### src/rtl/hprs_pkg.sv
// hprs_pkg: constants, register map and carrier types for the host port
// reset/suspend control block.
// assumes a 100 MHz core clock and a 32-bit APB register bus.
package hprs_pkg;

	localparam int unsigned HPRS_DW = 16;
	localparam int unsigned HPRS_FIFO_DEPTH = 8;
	localparam int unsigned HPRS_PTR_W = 3;
	localparam int unsigned HPRS_CNT_W = 4;
	localparam int unsigned HPRS_GPIO_W = 8;
	localparam int unsigned HPRS_AW = 8;

	// register byte offsets
	localparam logic [7:0] HPRS_OFF_CTRL = 8'h00;
	localparam logic [7:0] HPRS_OFF_RADDR = 8'h04;
	localparam logic [7:0] HPRS_OFF_WADDR = 8'h08;
	localparam logic [7:0] HPRS_OFF_GPIO = 8'h0c;
	localparam logic [7:0] HPRS_OFF_GPIN = 8'h10;
	localparam logic [7:0] HPRS_OFF_EMU = 8'h14;
	localparam logic [7:0] HPRS_OFF_CFG = 8'h18;
	localparam logic [7:0] HPRS_OFF_STAT = 8'h1c;

	// control register bit positions
	localparam int unsigned HPRS_CTRL_DSPINT = 1;
	localparam int unsigned HPRS_CTRL_HINT = 2;
	localparam int unsigned HPRS_CTRL_READY = 3;
	localparam int unsigned HPRS_CTRL_SWR = 7;
	// power/emulation register bit positions
	localparam int unsigned HPRS_EMU_FREE = 0;
	localparam int unsigned HPRS_EMU_SOFT = 1;
	// gpio register field positions
	localparam int unsigned HPRS_GPIO_EN_LSB = 0;
	localparam int unsigned HPRS_GPIO_DIR_LSB = 8;
	localparam int unsigned HPRS_GPIO_OUT_LSB = 16;

	// host register select codes
	localparam logic [1:0] HPRS_HSEL_CTRL = 2'h0;
	localparam logic [1:0] HPRS_HSEL_DATA = 2'h1;
	localparam logic [1:0] HPRS_HSEL_RADDR = 2'h2;
	localparam logic [1:0] HPRS_HSEL_WADDR = 2'h3;

	// values after reset
	localparam logic [15:0] HPRS_ADDR_RST = 16'h0000;
	localparam logic [23:0] HPRS_GPIO_RST = 24'h000000;
	localparam logic [1:0] HPRS_EMU_RST = 2'h0;

	// reset condition stretch after release of the chip reset
	localparam int unsigned HPRS_CLK_NS = 10;
	localparam int unsigned HPRS_HW_RST_NS = 160;
	localparam int unsigned HPRS_HW_RST_CYC = (HPRS_HW_RST_NS + HPRS_CLK_NS - 1) / HPRS_CLK_NS;
	localparam int unsigned HPRS_SYNC_SETTLE = 2;
	localparam logic [7:0] HPRS_HW_CNT_RST = 8'(HPRS_HW_RST_CYC);
	localparam logic [7:0] HPRS_HW_CNT_CAPT = 8'(HPRS_HW_RST_CYC - HPRS_SYNC_SETTLE);

	typedef struct packed {
		logic strobe_n;
		logic rnw;
		logic [1:0] sel;
		logic [15:0] wdata;
	} hprs_host_pins_t;

	typedef struct packed {
		logic req;
		logic we;
		logic [15:0] addr;
		logic [15:0] wdata;
	} hprs_dma_req_t;

	typedef enum logic [1:0] {SWR_IDLE, SWR_DRAIN, SWR_HOLD, SWR_FLUSH} hprs_swr_state_t;
	typedef enum logic [1:0] {DMA_IDLE, DMA_WR, DMA_RD} hprs_dma_state_t;

endpackage : hprs_pkg

### src/rtl/hprs_fifo.sv
// hprs_fifo: flip-flop FIFO of port data words with synchronous flush.
// assumes push and pop only when not full / not empty.
`timescale 1ns/1ps
`default_nettype none
module hprs_fifo (
	// clock and reset
	input wire logic pclk,
	input wire logic presetn,
	input wire logic flush,
	// write side
	input wire logic push,
	input wire logic [hprs_pkg::HPRS_DW-1:0] push_data,
	// read side
	input wire logic pop,
	output logic [hprs_pkg::HPRS_DW-1:0] pop_data,
	// state
	output logic full,
	output logic empty,
	output logic [hprs_pkg::HPRS_CNT_W-1:0] count
);
	import hprs_pkg::*;

	logic [HPRS_DW-1:0] mem_reg [HPRS_FIFO_DEPTH];
	logic [HPRS_PTR_W-1:0] wr_ptr_reg;
	logic [HPRS_PTR_W-1:0] rd_ptr_reg;
	logic [HPRS_CNT_W-1:0] count_reg;

	assign pop_data = mem_reg[rd_ptr_reg];
	assign count = count_reg;
	assign full = count_reg == HPRS_CNT_W'(HPRS_FIFO_DEPTH);
	assign empty = count_reg == '0;

	always_ff @(posedge pclk) begin
		if (push && !full) begin
			mem_reg[wr_ptr_reg] <= push_data;
		end
	end

	// flush clears pointers and count only; stale words are never read again
	always_ff @(posedge pclk or negedge presetn) begin
		if (!presetn) begin
			wr_ptr_reg <= '0;
			rd_ptr_reg <= '0;
			count_reg <= '0;
		end else if (flush) begin
			wr_ptr_reg <= '0;
			rd_ptr_reg <= '0;
			count_reg <= '0;
		end else begin
			if (push && !full) begin
				wr_ptr_reg <= wr_ptr_reg + 1'b1;
			end
			if (pop && !empty) begin
				rd_ptr_reg <= rd_ptr_reg + 1'b1;
			end
			count_reg <= count_reg + HPRS_CNT_W'(push && !full) - HPRS_CNT_W'(pop && !empty);
		end
	end

endmodule : hprs_fifo
`default_nettype wire

### src/rtl/hprs_top.sv
// hprs_top: host port reset, emulation-suspend and idle control, with
// host handshake, write/read FIFOs, a DMA mover and an APB register file.
// assumes host pins are asynchronous and DMA/APB/suspend/idle share pclk.
// Notes on behaviour
// free-run set: suspend ignored entirely
// free and soft clear: keep running
// soft suspend: DMA halts after current ops
// soft suspend: host side keeps working
// blocked host cycle keeps ready low
// suspend over: DMA drains and refills FIFOs
// idle accepted: all activity stops at once
// host quiesces before idle is requested
// reset, strobe idle: ready low until done
// hard reset, active cycle: ready high once
// hard reset restores register defaults
// hard reset flushes both FIFOs
// hard reset clears both interrupts
// hard reset clears gpio control
// soft reset: finish DMA, then release host
// soft reset then clears FIFO pointers
// soft reset bit reads zero, uncancellable
// soft reset leaves registers unchanged
// CPU reaches registers except data word
// host sees control, data, two addresses
// reset with active strobe: FIFOs held
// suspend is a synchronous level input
//
// Our own choices: register access over APB and the address map.
`timescale 1ns/1ps
`default_nettype none
module hprs_top (
	// clock and reset
	input wire logic pclk,
	input wire logic presetn,
	// apb slave
	input wire logic psel,
	input wire logic penable,
	input wire logic pwrite,
	input wire logic [hprs_pkg::HPRS_AW-1:0] paddr,
	input wire logic [31:0] pwdata,
	output logic [31:0] prdata,
	output logic pready,
	output logic pslverr,
	// host pins
	input wire hprs_pkg::hprs_host_pins_t host_pins,
	output logic [hprs_pkg::HPRS_DW-1:0] host_rdata,
	output logic host_ready,
	// dma to memory
	output var hprs_pkg::hprs_dma_req_t dma_out,
	input wire logic dma_ack,
	input wire logic [hprs_pkg::HPRS_DW-1:0] dma_rdata,
	// system
	input wire logic emu_suspend,
	input wire logic idle_req,
	output logic idle_ack,
	output logic cpu_int,
	output logic host_int,
	// gpio pins
	input wire logic [hprs_pkg::HPRS_GPIO_W-1:0] gpio_in,
	output logic [hprs_pkg::HPRS_GPIO_W-1:0] gpio_out,
	output logic [hprs_pkg::HPRS_GPIO_W-1:0] gpio_oe_n
);
	import hprs_pkg::*;

	function automatic logic hit(input logic [HPRS_AW-1:0] a, input logic [7:0] off);
		hit = a == off;
	endfunction : hit

	hprs_host_pins_t pin_s1_reg, pin_s2_reg, cyc_pins_reg;
	logic strobe_d_reg;
	logic [HPRS_GPIO_W-1:0] gpin_s1_reg, gpin_s2_reg;
	logic [7:0] hw_cnt_reg;
	hprs_swr_state_t swr_reg;
	hprs_dma_state_t dma_st_reg;
	hprs_dma_req_t dma_reg;
	logic let_through_reg, ready_q_reg, idle_reg, prefetch_reg;
	logic cpu_int_reg, host_int_reg;
	logic [1:0] emu_reg;
	logic [23:0] gpio_reg;
	logic [HPRS_DW-1:0] raddr_reg, waddr_reg, host_rdata_reg;
	logic [31:0] prdata_reg;

	logic cyc_active, strobe_rise, hw_stretch, rst_cond, soft_halt, dma_go;
	logic host_done, host_wr, host_data, can_complete, fifo_flush;
	logic apb_wr, apb_setup, addr_ok;
	logic wf_full, wf_empty, rf_full, rf_empty, wf_pop, rf_push, wf_push, rf_pop;
	logic [HPRS_DW-1:0] wf_data, rf_data;
	logic [HPRS_CNT_W-1:0] wf_count, rf_count;

	// two-stage synchronisers on every host and gpio pin
	always_ff @(posedge pclk or negedge presetn) begin
		if (!presetn) begin
			pin_s1_reg <= '{strobe_n: 1'b1, rnw: 1'b1, sel: 2'h0, wdata: 16'h0000};
			pin_s2_reg <= '{strobe_n: 1'b1, rnw: 1'b1, sel: 2'h0, wdata: 16'h0000};
			strobe_d_reg <= 1'b1;
			gpin_s1_reg <= '0;
			gpin_s2_reg <= '0;
		end else begin
			pin_s1_reg <= host_pins;
			pin_s2_reg <= pin_s1_reg;
			strobe_d_reg <= pin_s2_reg.strobe_n;
			gpin_s1_reg <= gpio_in;
			gpin_s2_reg <= gpin_s1_reg;
		end
	end

	assign cyc_active = !pin_s2_reg.strobe_n;
	assign strobe_rise = pin_s2_reg.strobe_n && !strobe_d_reg;
	assign hw_stretch = hw_cnt_reg != 8'h00;
	assign rst_cond = hw_stretch || (swr_reg != SWR_IDLE);
	// only free=0, soft=1 halts DMA
	assign soft_halt = emu_suspend && !emu_reg[HPRS_EMU_FREE] && emu_reg[HPRS_EMU_SOFT];
	// new DMA starts gated, resumes on its own
	// no new transfer once idle is requested
	assign dma_go = !soft_halt && !idle_reg && !idle_req && !rst_cond;
	assign host_data = pin_s2_reg.sel == HPRS_HSEL_DATA;
	assign can_complete = !host_data || (pin_s2_reg.rnw ? !rf_empty : !wf_full);

	// ready decision
	always_comb begin
		if (idle_reg) begin
			host_ready = 1'b0;
		end else if (rst_cond) begin
			host_ready = let_through_reg && cyc_active && (swr_reg != SWR_DRAIN);
		end else begin
			host_ready = cyc_active && can_complete;
		end
	end

	// a cycle released by a reset is not committed; its data is lost
	assign host_done = strobe_rise && ready_q_reg && !rst_cond && !idle_reg;
	assign host_wr = host_done && !cyc_pins_reg.rnw;
	assign wf_push = host_wr && cyc_pins_reg.sel == HPRS_HSEL_DATA;
	assign rf_pop = host_done && cyc_pins_reg.rnw && cyc_pins_reg.sel == HPRS_HSEL_DATA;
	// FIFOs flushed while reset and strobe idle, held while a cycle is active
	// soft flush does not wait for a late cycle: it is held off anyway, waiting would lock up
	assign fifo_flush = (hw_stretch && !cyc_active) || (swr_reg == SWR_FLUSH);

	always_ff @(posedge pclk or negedge presetn) begin
		if (!presetn) begin
			ready_q_reg <= 1'b0;
			host_rdata_reg <= 16'h0000;
			cyc_pins_reg <= '{strobe_n: 1'b1, rnw: 1'b1, sel: 2'h0, wdata: 16'h0000};
		end else begin
			ready_q_reg <= host_ready;
			// host may move its lines as strobe rises; commit uses the held copy
			if (cyc_active) begin
				cyc_pins_reg <= pin_s2_reg;
			end
			// host sees only four registers
			if (cyc_active) begin
				unique case (pin_s2_reg.sel)
					HPRS_HSEL_CTRL: host_rdata_reg <= 16'({host_ready, host_int_reg, cpu_int_reg, 1'b0});
					HPRS_HSEL_DATA: host_rdata_reg <= rf_data;
					HPRS_HSEL_RADDR: host_rdata_reg <= raddr_reg;
					HPRS_HSEL_WADDR: host_rdata_reg <= waddr_reg;
				endcase
			end
		end
	end

	// reset condition stretched past the chip reset release
	always_ff @(posedge pclk or negedge presetn) begin
		if (!presetn) begin
			hw_cnt_reg <= HPRS_HW_CNT_RST;
		end else if (hw_stretch) begin
			hw_cnt_reg <= hw_cnt_reg - 8'h01;
		end
	end

	assign apb_setup = psel && !penable;
	assign apb_wr = psel && penable && pwrite;

	// soft reset sequence
	always_ff @(posedge pclk or negedge presetn) begin
		if (!presetn) begin
			swr_reg <= SWR_IDLE;
		end else begin
			unique case (swr_reg)
				SWR_IDLE: if (apb_wr && hit(paddr, HPRS_OFF_CTRL) && pwdata[HPRS_CTRL_SWR]) begin
					swr_reg <= SWR_DRAIN;
				end
				SWR_DRAIN: if (dma_st_reg == DMA_IDLE) begin
					swr_reg <= SWR_HOLD;
				end
				SWR_HOLD: if (!(let_through_reg && cyc_active)) begin
					swr_reg <= SWR_FLUSH;
				end
				SWR_FLUSH: swr_reg <= SWR_IDLE;
			endcase
		end
	end

	// only a cycle already running at reset may finish
	always_ff @(posedge pclk or negedge presetn) begin
		if (!presetn) begin
			let_through_reg <= 1'b0;
		end else if (strobe_rise) begin
			let_through_reg <= 1'b0;
		end else if (hw_cnt_reg == HPRS_HW_CNT_CAPT && hw_stretch) begin
			let_through_reg <= cyc_active;
		end else if (swr_reg == SWR_IDLE && apb_wr && hit(paddr, HPRS_OFF_CTRL) && pwdata[HPRS_CTRL_SWR]) begin
			let_through_reg <= cyc_active;
		end
	end

	// idle taken only between DMA transfers, then all stops
	always_ff @(posedge pclk or negedge presetn) begin
		if (!presetn) begin
			idle_reg <= 1'b0;
		end else if (!idle_req) begin
			idle_reg <= 1'b0;
		end else if (dma_st_reg == DMA_IDLE && !dma_reg.req) begin
			idle_reg <= 1'b1;
		end
	end

	// dma mover: write drain first, then read prefetch
	assign wf_pop = dma_st_reg == DMA_WR && dma_ack;
	assign rf_push = dma_st_reg == DMA_RD && dma_ack;

	always_ff @(posedge pclk or negedge presetn) begin
		if (!presetn) begin
			dma_st_reg <= DMA_IDLE;
			dma_reg <= '0;
		end else begin
			unique case (dma_st_reg)
				DMA_IDLE: if (dma_go && !wf_empty) begin
					dma_st_reg <= DMA_WR;
					dma_reg <= '{req: 1'b1, we: 1'b1, addr: waddr_reg, wdata: wf_data};
				end else if (dma_go && prefetch_reg && !rf_full) begin
					dma_st_reg <= DMA_RD;
					dma_reg <= '{req: 1'b1, we: 1'b0, addr: raddr_reg, wdata: 16'h0000};
				end
				DMA_WR, DMA_RD: if (dma_ack) begin
					dma_st_reg <= DMA_IDLE;
					dma_reg.req <= 1'b0;
				end
				default: dma_st_reg <= DMA_IDLE;
			endcase
		end
	end

	// address registers: only chip reset restores them
	always_ff @(posedge pclk or negedge presetn) begin
		if (!presetn) begin
			raddr_reg <= HPRS_ADDR_RST;
			waddr_reg <= HPRS_ADDR_RST;
		end else begin
			if (apb_wr && hit(paddr, HPRS_OFF_RADDR)) begin
				raddr_reg <= pwdata[HPRS_DW-1:0];
			end else if (host_wr && cyc_pins_reg.sel == HPRS_HSEL_RADDR) begin
				raddr_reg <= cyc_pins_reg.wdata;
			end else if (rf_push) begin
				raddr_reg <= raddr_reg + 16'h0001;
			end
			if (apb_wr && hit(paddr, HPRS_OFF_WADDR)) begin
				waddr_reg <= pwdata[HPRS_DW-1:0];
			end else if (host_wr && cyc_pins_reg.sel == HPRS_HSEL_WADDR) begin
				waddr_reg <= cyc_pins_reg.wdata;
			end else if (wf_pop) begin
				waddr_reg <= waddr_reg + 16'h0001;
			end
		end
	end

	// interrupts; a set in the clearing cycle wins
	always_ff @(posedge pclk or negedge presetn) begin
		if (!presetn) begin
			cpu_int_reg <= 1'b0;
			host_int_reg <= 1'b0;
		end else begin
			if (host_wr && cyc_pins_reg.sel == HPRS_HSEL_CTRL && cyc_pins_reg.wdata[HPRS_CTRL_DSPINT]) begin
				cpu_int_reg <= 1'b1;
			end else if (apb_wr && hit(paddr, HPRS_OFF_CTRL) && pwdata[HPRS_CTRL_DSPINT]) begin
				cpu_int_reg <= 1'b0;
			end
			if (apb_wr && hit(paddr, HPRS_OFF_CTRL) && pwdata[HPRS_CTRL_HINT]) begin
				host_int_reg <= 1'b1;
			end else if (host_wr && cyc_pins_reg.sel == HPRS_HSEL_CTRL && cyc_pins_reg.wdata[HPRS_CTRL_HINT]) begin
				host_int_reg <= 1'b0;
			end
		end
	end

	// config, emulation and gpio registers
	always_ff @(posedge pclk or negedge presetn) begin
		if (!presetn) begin
			emu_reg <= HPRS_EMU_RST;
			prefetch_reg <= 1'b0;
			gpio_reg <= HPRS_GPIO_RST;
		end else if (apb_wr) begin
			if (hit(paddr, HPRS_OFF_EMU)) begin
				emu_reg <= pwdata[1:0];
			end
			if (hit(paddr, HPRS_OFF_CFG)) begin
				prefetch_reg <= pwdata[0];
			end
			if (hit(paddr, HPRS_OFF_GPIO)) begin
				gpio_reg <= pwdata[23:0];
			end
		end
	end

	// CPU map; data word deliberately absent
	assign addr_ok = hit(paddr, HPRS_OFF_CTRL) || hit(paddr, HPRS_OFF_RADDR) || hit(paddr, HPRS_OFF_WADDR)
		|| hit(paddr, HPRS_OFF_GPIO) || hit(paddr, HPRS_OFF_GPIN) || hit(paddr, HPRS_OFF_EMU)
		|| hit(paddr, HPRS_OFF_CFG) || hit(paddr, HPRS_OFF_STAT);

	// read data sampled in the setup cycle so prdata comes from a flop
	always_ff @(posedge pclk or negedge presetn) begin
		if (!presetn) begin
			prdata_reg <= 32'h00000000;
		end else if (apb_setup) begin
			prdata_reg <= 32'h00000000;
			// soft reset bit always reads zero
			if (hit(paddr, HPRS_OFF_CTRL)) begin
				prdata_reg[HPRS_CTRL_READY] <= host_ready;
				prdata_reg[HPRS_CTRL_HINT] <= host_int_reg;
				prdata_reg[HPRS_CTRL_DSPINT] <= cpu_int_reg;
			end
			if (hit(paddr, HPRS_OFF_RADDR)) begin
				prdata_reg[15:0] <= raddr_reg;
			end
			if (hit(paddr, HPRS_OFF_WADDR)) begin
				prdata_reg[15:0] <= waddr_reg;
			end
			if (hit(paddr, HPRS_OFF_GPIO)) begin
				prdata_reg[23:0] <= gpio_reg;
			end
			if (hit(paddr, HPRS_OFF_GPIN)) begin
				prdata_reg[HPRS_GPIO_W-1:0] <= gpin_s2_reg;
			end
			if (hit(paddr, HPRS_OFF_EMU)) begin
				prdata_reg[1:0] <= emu_reg;
			end
			if (hit(paddr, HPRS_OFF_CFG)) begin
				prdata_reg[0] <= prefetch_reg;
			end
			if (hit(paddr, HPRS_OFF_STAT)) begin
				prdata_reg[15:0] <= {rf_count, wf_count, 3'h0, dma_reg.req, idle_reg, soft_halt,
					swr_reg != SWR_IDLE, hw_stretch};
			end
		end
	end

	assign prdata = prdata_reg;
	assign pready = 1'b1;
	assign pslverr = psel && penable && !addr_ok;
	assign host_rdata = host_rdata_reg;
	assign dma_out = dma_reg;
	assign idle_ack = idle_reg;
	assign cpu_int = cpu_int_reg;
	assign host_int = host_int_reg;
	assign gpio_out = gpio_reg[HPRS_GPIO_OUT_LSB +: HPRS_GPIO_W];
	assign gpio_oe_n = ~(gpio_reg[HPRS_GPIO_EN_LSB +: HPRS_GPIO_W] & gpio_reg[HPRS_GPIO_DIR_LSB +: HPRS_GPIO_W]);

	hprs_fifo u_wfifo (
		.pclk(pclk),
		.presetn(presetn),
		.flush(fifo_flush),
		.push(wf_push),
		.push_data(cyc_pins_reg.wdata),
		.pop(wf_pop),
		.pop_data(wf_data),
		.full(wf_full),
		.empty(wf_empty),
		.count(wf_count)
	);

	hprs_fifo u_rfifo (
		.pclk(pclk),
		.presetn(presetn),
		.flush(fifo_flush),
		.push(rf_push),
		.push_data(dma_rdata),
		.pop(rf_pop),
		.pop_data(rf_data),
		.full(rf_full),
		.empty(rf_empty),
		.count(rf_count)
	);

	a_idle_ready_low: assert property (@(posedge pclk) disable iff (!presetn) idle_reg |-> !host_ready)
		else $error("ready high while idle");
	a_idle_no_dma: assert property (@(posedge pclk) disable iff (!presetn)
		idle_reg && !dma_out.req |=> !dma_out.req)
		else $error("dma started while idle");
	a_halt_no_start: assert property (@(posedge pclk) disable iff (!presetn)
		soft_halt && !dma_out.req |=> !dma_out.req)
		else $error("dma started in soft suspend");
	a_free_no_halt: assert property (@(posedge pclk) disable iff (!presetn)
		emu_reg[HPRS_EMU_FREE] || !emu_reg[HPRS_EMU_SOFT] |-> !soft_halt)
		else $error("suspend halted dma with free or soft clear");
	a_swr_reads_zero: assert property (@(posedge pclk) disable iff (!presetn)
		psel && penable && !pwrite && hit(paddr, HPRS_OFF_CTRL) |-> !prdata[HPRS_CTRL_SWR])
		else $error("soft reset bit read nonzero");
	a_swr_no_cancel: assert property (@(posedge pclk) disable iff (!presetn)
		swr_reg == SWR_DRAIN && apb_wr |=> swr_reg != SWR_IDLE)
		else $error("soft reset cancelled");
	a_drain_ready_low: assert property (@(posedge pclk) disable iff (!presetn)
		swr_reg == SWR_DRAIN |-> !host_ready)
		else $error("ready before dma drained");
	a_rst_ready_drop: assert property (@(posedge pclk) disable iff (!presetn)
		rst_cond && strobe_rise |-> !host_ready ##1 (!host_ready || !rst_cond))
		else $error("ready rose again after released cycle");
	a_flush_empties: assert property (@(posedge pclk) disable iff (!presetn)
		swr_reg == SWR_FLUSH && !cyc_active |=> wf_empty && rf_empty)
		else $error("fifos not empty after soft reset");
	a_swr_keeps_addr: assert property (@(posedge pclk) disable iff (!presetn)
		swr_reg == SWR_FLUSH && !apb_wr |=> $stable(raddr_reg) && $stable(waddr_reg))
		else $error("soft reset changed address registers");

endmodule : hprs_top
`default_nettype wire
### config.mk
export PLATFORM = sky130hd
export DESIGN_NAME = hprs_top
export DESIGN_NICKNAME = d
export VERILOG_FILES = /design/src/rtl/hprs_pkg.sv /design/src/rtl/hprs_fifo.sv /design/src/rtl/hprs_top.sv
export SDC_FILE = /design/constraint.sdc
export NUM_CORES = 1
export LEC_CHECK = 0
export ABC_AREA = 0
export BUFFER_PORTS_ARGS = -buffer_cell sky130_fd_sc_hd__buf_4
export CAP_MARGIN = 0
export CORE_ASPECT_RATIO = 0.9
export CORE_UTILIZATION = 50
export DETAILED_ROUTE_END_ITERATION = 12
export GPL_TIMING_DRIVEN = 0
export PLACE_DENSITY = 0.72
export SLEW_MARGIN = 10
export SYNTH_ARGS = -nofsm -noshare
export SYNTH_HDL_FRONTEND = slang
export SYNTH_HIERARCHICAL = 1
export SYNTH_SLANG_ARGS = --single-unit
export TNS_END_PERCENT = 10
### constraint.sdc
create_clock -name pclk -period 4.6 [get_ports pclk]
set_input_delay 0.92 -clock pclk [delete_from_list [all_inputs] [get_ports pclk]]
set_output_delay 0.92 -clock pclk [all_outputs]
set_load 0.01 [all_outputs]
==> results.py <==
metrics = {
    "timing": {
        "fmax_mhz": 233,
        "finClkSkew_ns": 0.0204,
        "hold_viol": 0,
        "rsz0062_at_grt": "false",
        "setup_viol_count_final": 0,
        "fin_crit_ns": 4.30,
        "whs_ns": 0.209,
        "period_share": 0.935,
        "maxSlewViolCount": 0,
        "setup_slack_ns": 0.299,
        "maxSlewHeadroom": 0.182,
        "worst_pin_slew_ns": 1.22,
        "setup_tns_ns": 0,
    },
    "clock_network": {
        "cts_inserted_buffers": 49,
        "cts_resized": 0,
        "ctsLongestPathBuffers": 3,
        "clock_latency_ns": 0.61,
        "htree_levels": 2,
        "tritoncts": "yes",
        "clkTransAtPathRegs_ns": 0.07,
        "cts_hold_buf": 0,
        "cts_setup_buffers": 0,
        "root_buffer": "clkbuf_16",
        "clkSinkCount": 502,
    },
    "drt": {
        "drt-total-wl_mm": 58.2,
        "route.detailed.drc": 0,
        "ant_nets": 0,
        "first_pass_iters": 6,
        "post_drt_via_cell_ratio": 6.00,
        "avgRoutedWirePerCell_microns": 25.3,
        "drt_iter0_markers": 1410,
        "route.vias.total": 13791,
    },
    "setup_path": {
        "worstSetupStartpointType": "flip-flop",
        "reg2reg_from": "swr_reg[1]",
        "worstRegToRegCells": 9,
        "cp_max_fo": 9,
        "required_ns": 4.91,
        "critPathCaptureType": "flip-flop",
        "crit_arrival_ns": 4.61,
        "critical_path.endpoint": "u_wfifo/mem_reg[0][11]",
        "worst-setup-path-type": "reg2reg",
        "reg2reg_slack_ns": 0.30,
        "rr_endpoint": "u_wfifo/mem_reg[0][11]",
        "crit_start": "swr_reg[1]",
    },
    "logic_synthesis": {
        "synth_warnings": 6,
        "synth_ff_type": "edfxtp_1",
        "ys_seq_elements": 502,
        "ys_async_sr_fraction": 0.490,
        "syn_inst": 1458,
        "yosysTopAreaCell": "edfxtp_1",
        "synth_edf_count": 256,
        "avgSynthCellArea_sq_um": 14.9,
        "synth_area_sq_um": 21700,
        "yosysMostFrequentCell": "edfxtp_1",
        "synth.area.top_cells": "edfxtp_1, dfrtp_1, mux4_1",
        "synth.cells.most_frequent": "edfxtp_1, dfrtp_1, nand2_1",
        "ys_seq_area_frac": 0.639,
        "yosys.area.top_type_share": 0.355,
        "synth_cell_types": 80,
    },
    "power_and_ir_drop": {
        "vdd_drop_max_mv": 0.281,
        "cellLeakagePower_nw": 10.3,
        "cellPowerDensity_nw_per_um2": 460,
    },
    "global_route": {
        "grt_pass1_wl_mm": 86.4,
        "gr-total-overflow": 0,
        "antenna_found_initial": 2,
        "grt_pass1_vias": 13818,
        "grt_usage": 0.268,
        "grt_max_degree": 107,
    },
    "place": {
        "port_buffers": 175,
        "preCtsSetupSlack_ns": 0.469,
        "dp_hpwl_mm": 41.5,
        "dp_cells": 2206,
        "globalplace.congestion": 0.963,
    },
    "floorplan": {
        "start_util": 0.512,
        "die_h_microns": 199,
        "rows": 71,
        "die_area_sq_um": 44200,
        "die_x_microns": 221,
        "io_pins": 196,
        "core_sq_um": 42300,
    },
    "cells_and_area": {
        "drive_above_1_share": 0.277,
        "fin_nets": 1834,
        "fillers": 3177,
        "fin_cells": 2300,
        "multiInputGateArea_sq_um": 7190,
        "final-seq-area_sq_um": 13900,
        "area_delta_synth_final_pct": 18.4,
    },
    "job": {
        "drv_cap": 0,
    },
    "run_status": {
        "status": "finished, final reports clean",
    },
    "worst_hold_path": {
        "timing.hold.worst.class": "in2async",
    },
}
## metrics by stage
stage,area (sq um),utilization,power (mW)
floorplan,21700,-,6.78
global placement,23700,0.560,7.80
detailed placement,24000,0.569,7.87
CTS,25600,0.606,11.8
global route,25600,0.606,12.2
finish,25600,0.606,11.8
## logic make-up (layout without fill, tap and decap cells)
| family | after synthesis | in the layout | share of synthesized area |
|---|---|---|---|
| buf+inv | 130 | 416 | 0.0321 |
| flops | 502 | 502 | 0.639 |
| mux | 198 | 198 | 0.144 |
| compound gates | 223 | 223 | 0.0694 |
| simple gates | 340 | 340 | 0.0828 |
| fa+ha+maj | 32 | 32 | 0.0192 |
| xor+xnor | 31 | 31 | 0.0125 |
| other cells | 2 | 11 | 0.000347 |
## final cells by class
class | count | area share
Buffer | 97 | 0.0222
Inverter | 33 | 0.00483
Sequential cell | 502 | 0.540
Antenna cell | 2 | 0.000195
Clock inverter | 19 | 0.00781
Tap cell | 547 | 0.0267
Clock buffer | 73 | 0.0545
Multi-Input combinational cell | 833 | 0.280
Timing Repair Buffer | 194 | 0.0631
## worst max-delay path, stage by stage, from the launching register on
cell and delay, ns:
dfrtp_1 0.41, inv_1 0.12, ha_1 0.41, and4bb_2 0.36
nand4_4 0.17, nor4_1 0.78, inv_1 0.20, or3_1 0.53
nor3_2 0.76, buf_6 0.26
## placed cells by master (no fill, tap or decap), types with 31 or more instances in the layout
| master | count |
|---|---|
| buf_4 | 196 |
| mux4_1 | 46 |
| a21oi_1 | 31 |
| a22o_1 | 31 |
| clkbuf_1 | 59 |
| nand2_1 | 127 |
| nor2_1 | 43 |
| clkbuf_16 | 50 |
| dfrtp_1 | 239 |
| edfxtp_1 | 256 |
| mux2_2 | 107 |
| inv_1 | 33 |
| o21ai_0 | 67 |
## report_power, final
group / switching (mW) / internal, mW
Combinational: 1.14 / 1.01
Clock: 1.72 / 2.24
Sequential: 0.575 / 5.10
## how the worst min path moves through the flow
stage	slack (ns)	from	end
after floorplan	0.33	gpin_s1_reg[0]	gpin_s2_reg[0]
after global placement	0.33	pin_s1_reg[9]	pin_s2_reg[9]
after detailed placement	0.33	gpin_s1_reg[0]	gpin_s2_reg[0]
after CTS	0.20	presetn	dma_out[11]
after global routing	0.22	presetn	dma_out[11]
final	0.21	presetn	dma_out[11]
## per-layer routing
| metal | wire (microns) | vias to the layer above | global-route usage |
|---|---|---|---|
| met5 | 81 | - | 0.0133 |
| met4 | 2450 | 2 | 0.130 |
| met3 | 4670 | 137 | 0.0544 |
| met2 | 26400 | 642 | 0.414 |
| met1 | 24500 | 6981 | 0.367 |
| li1 | - | 6029 | - |
Power figures use the tool's default switching activity.
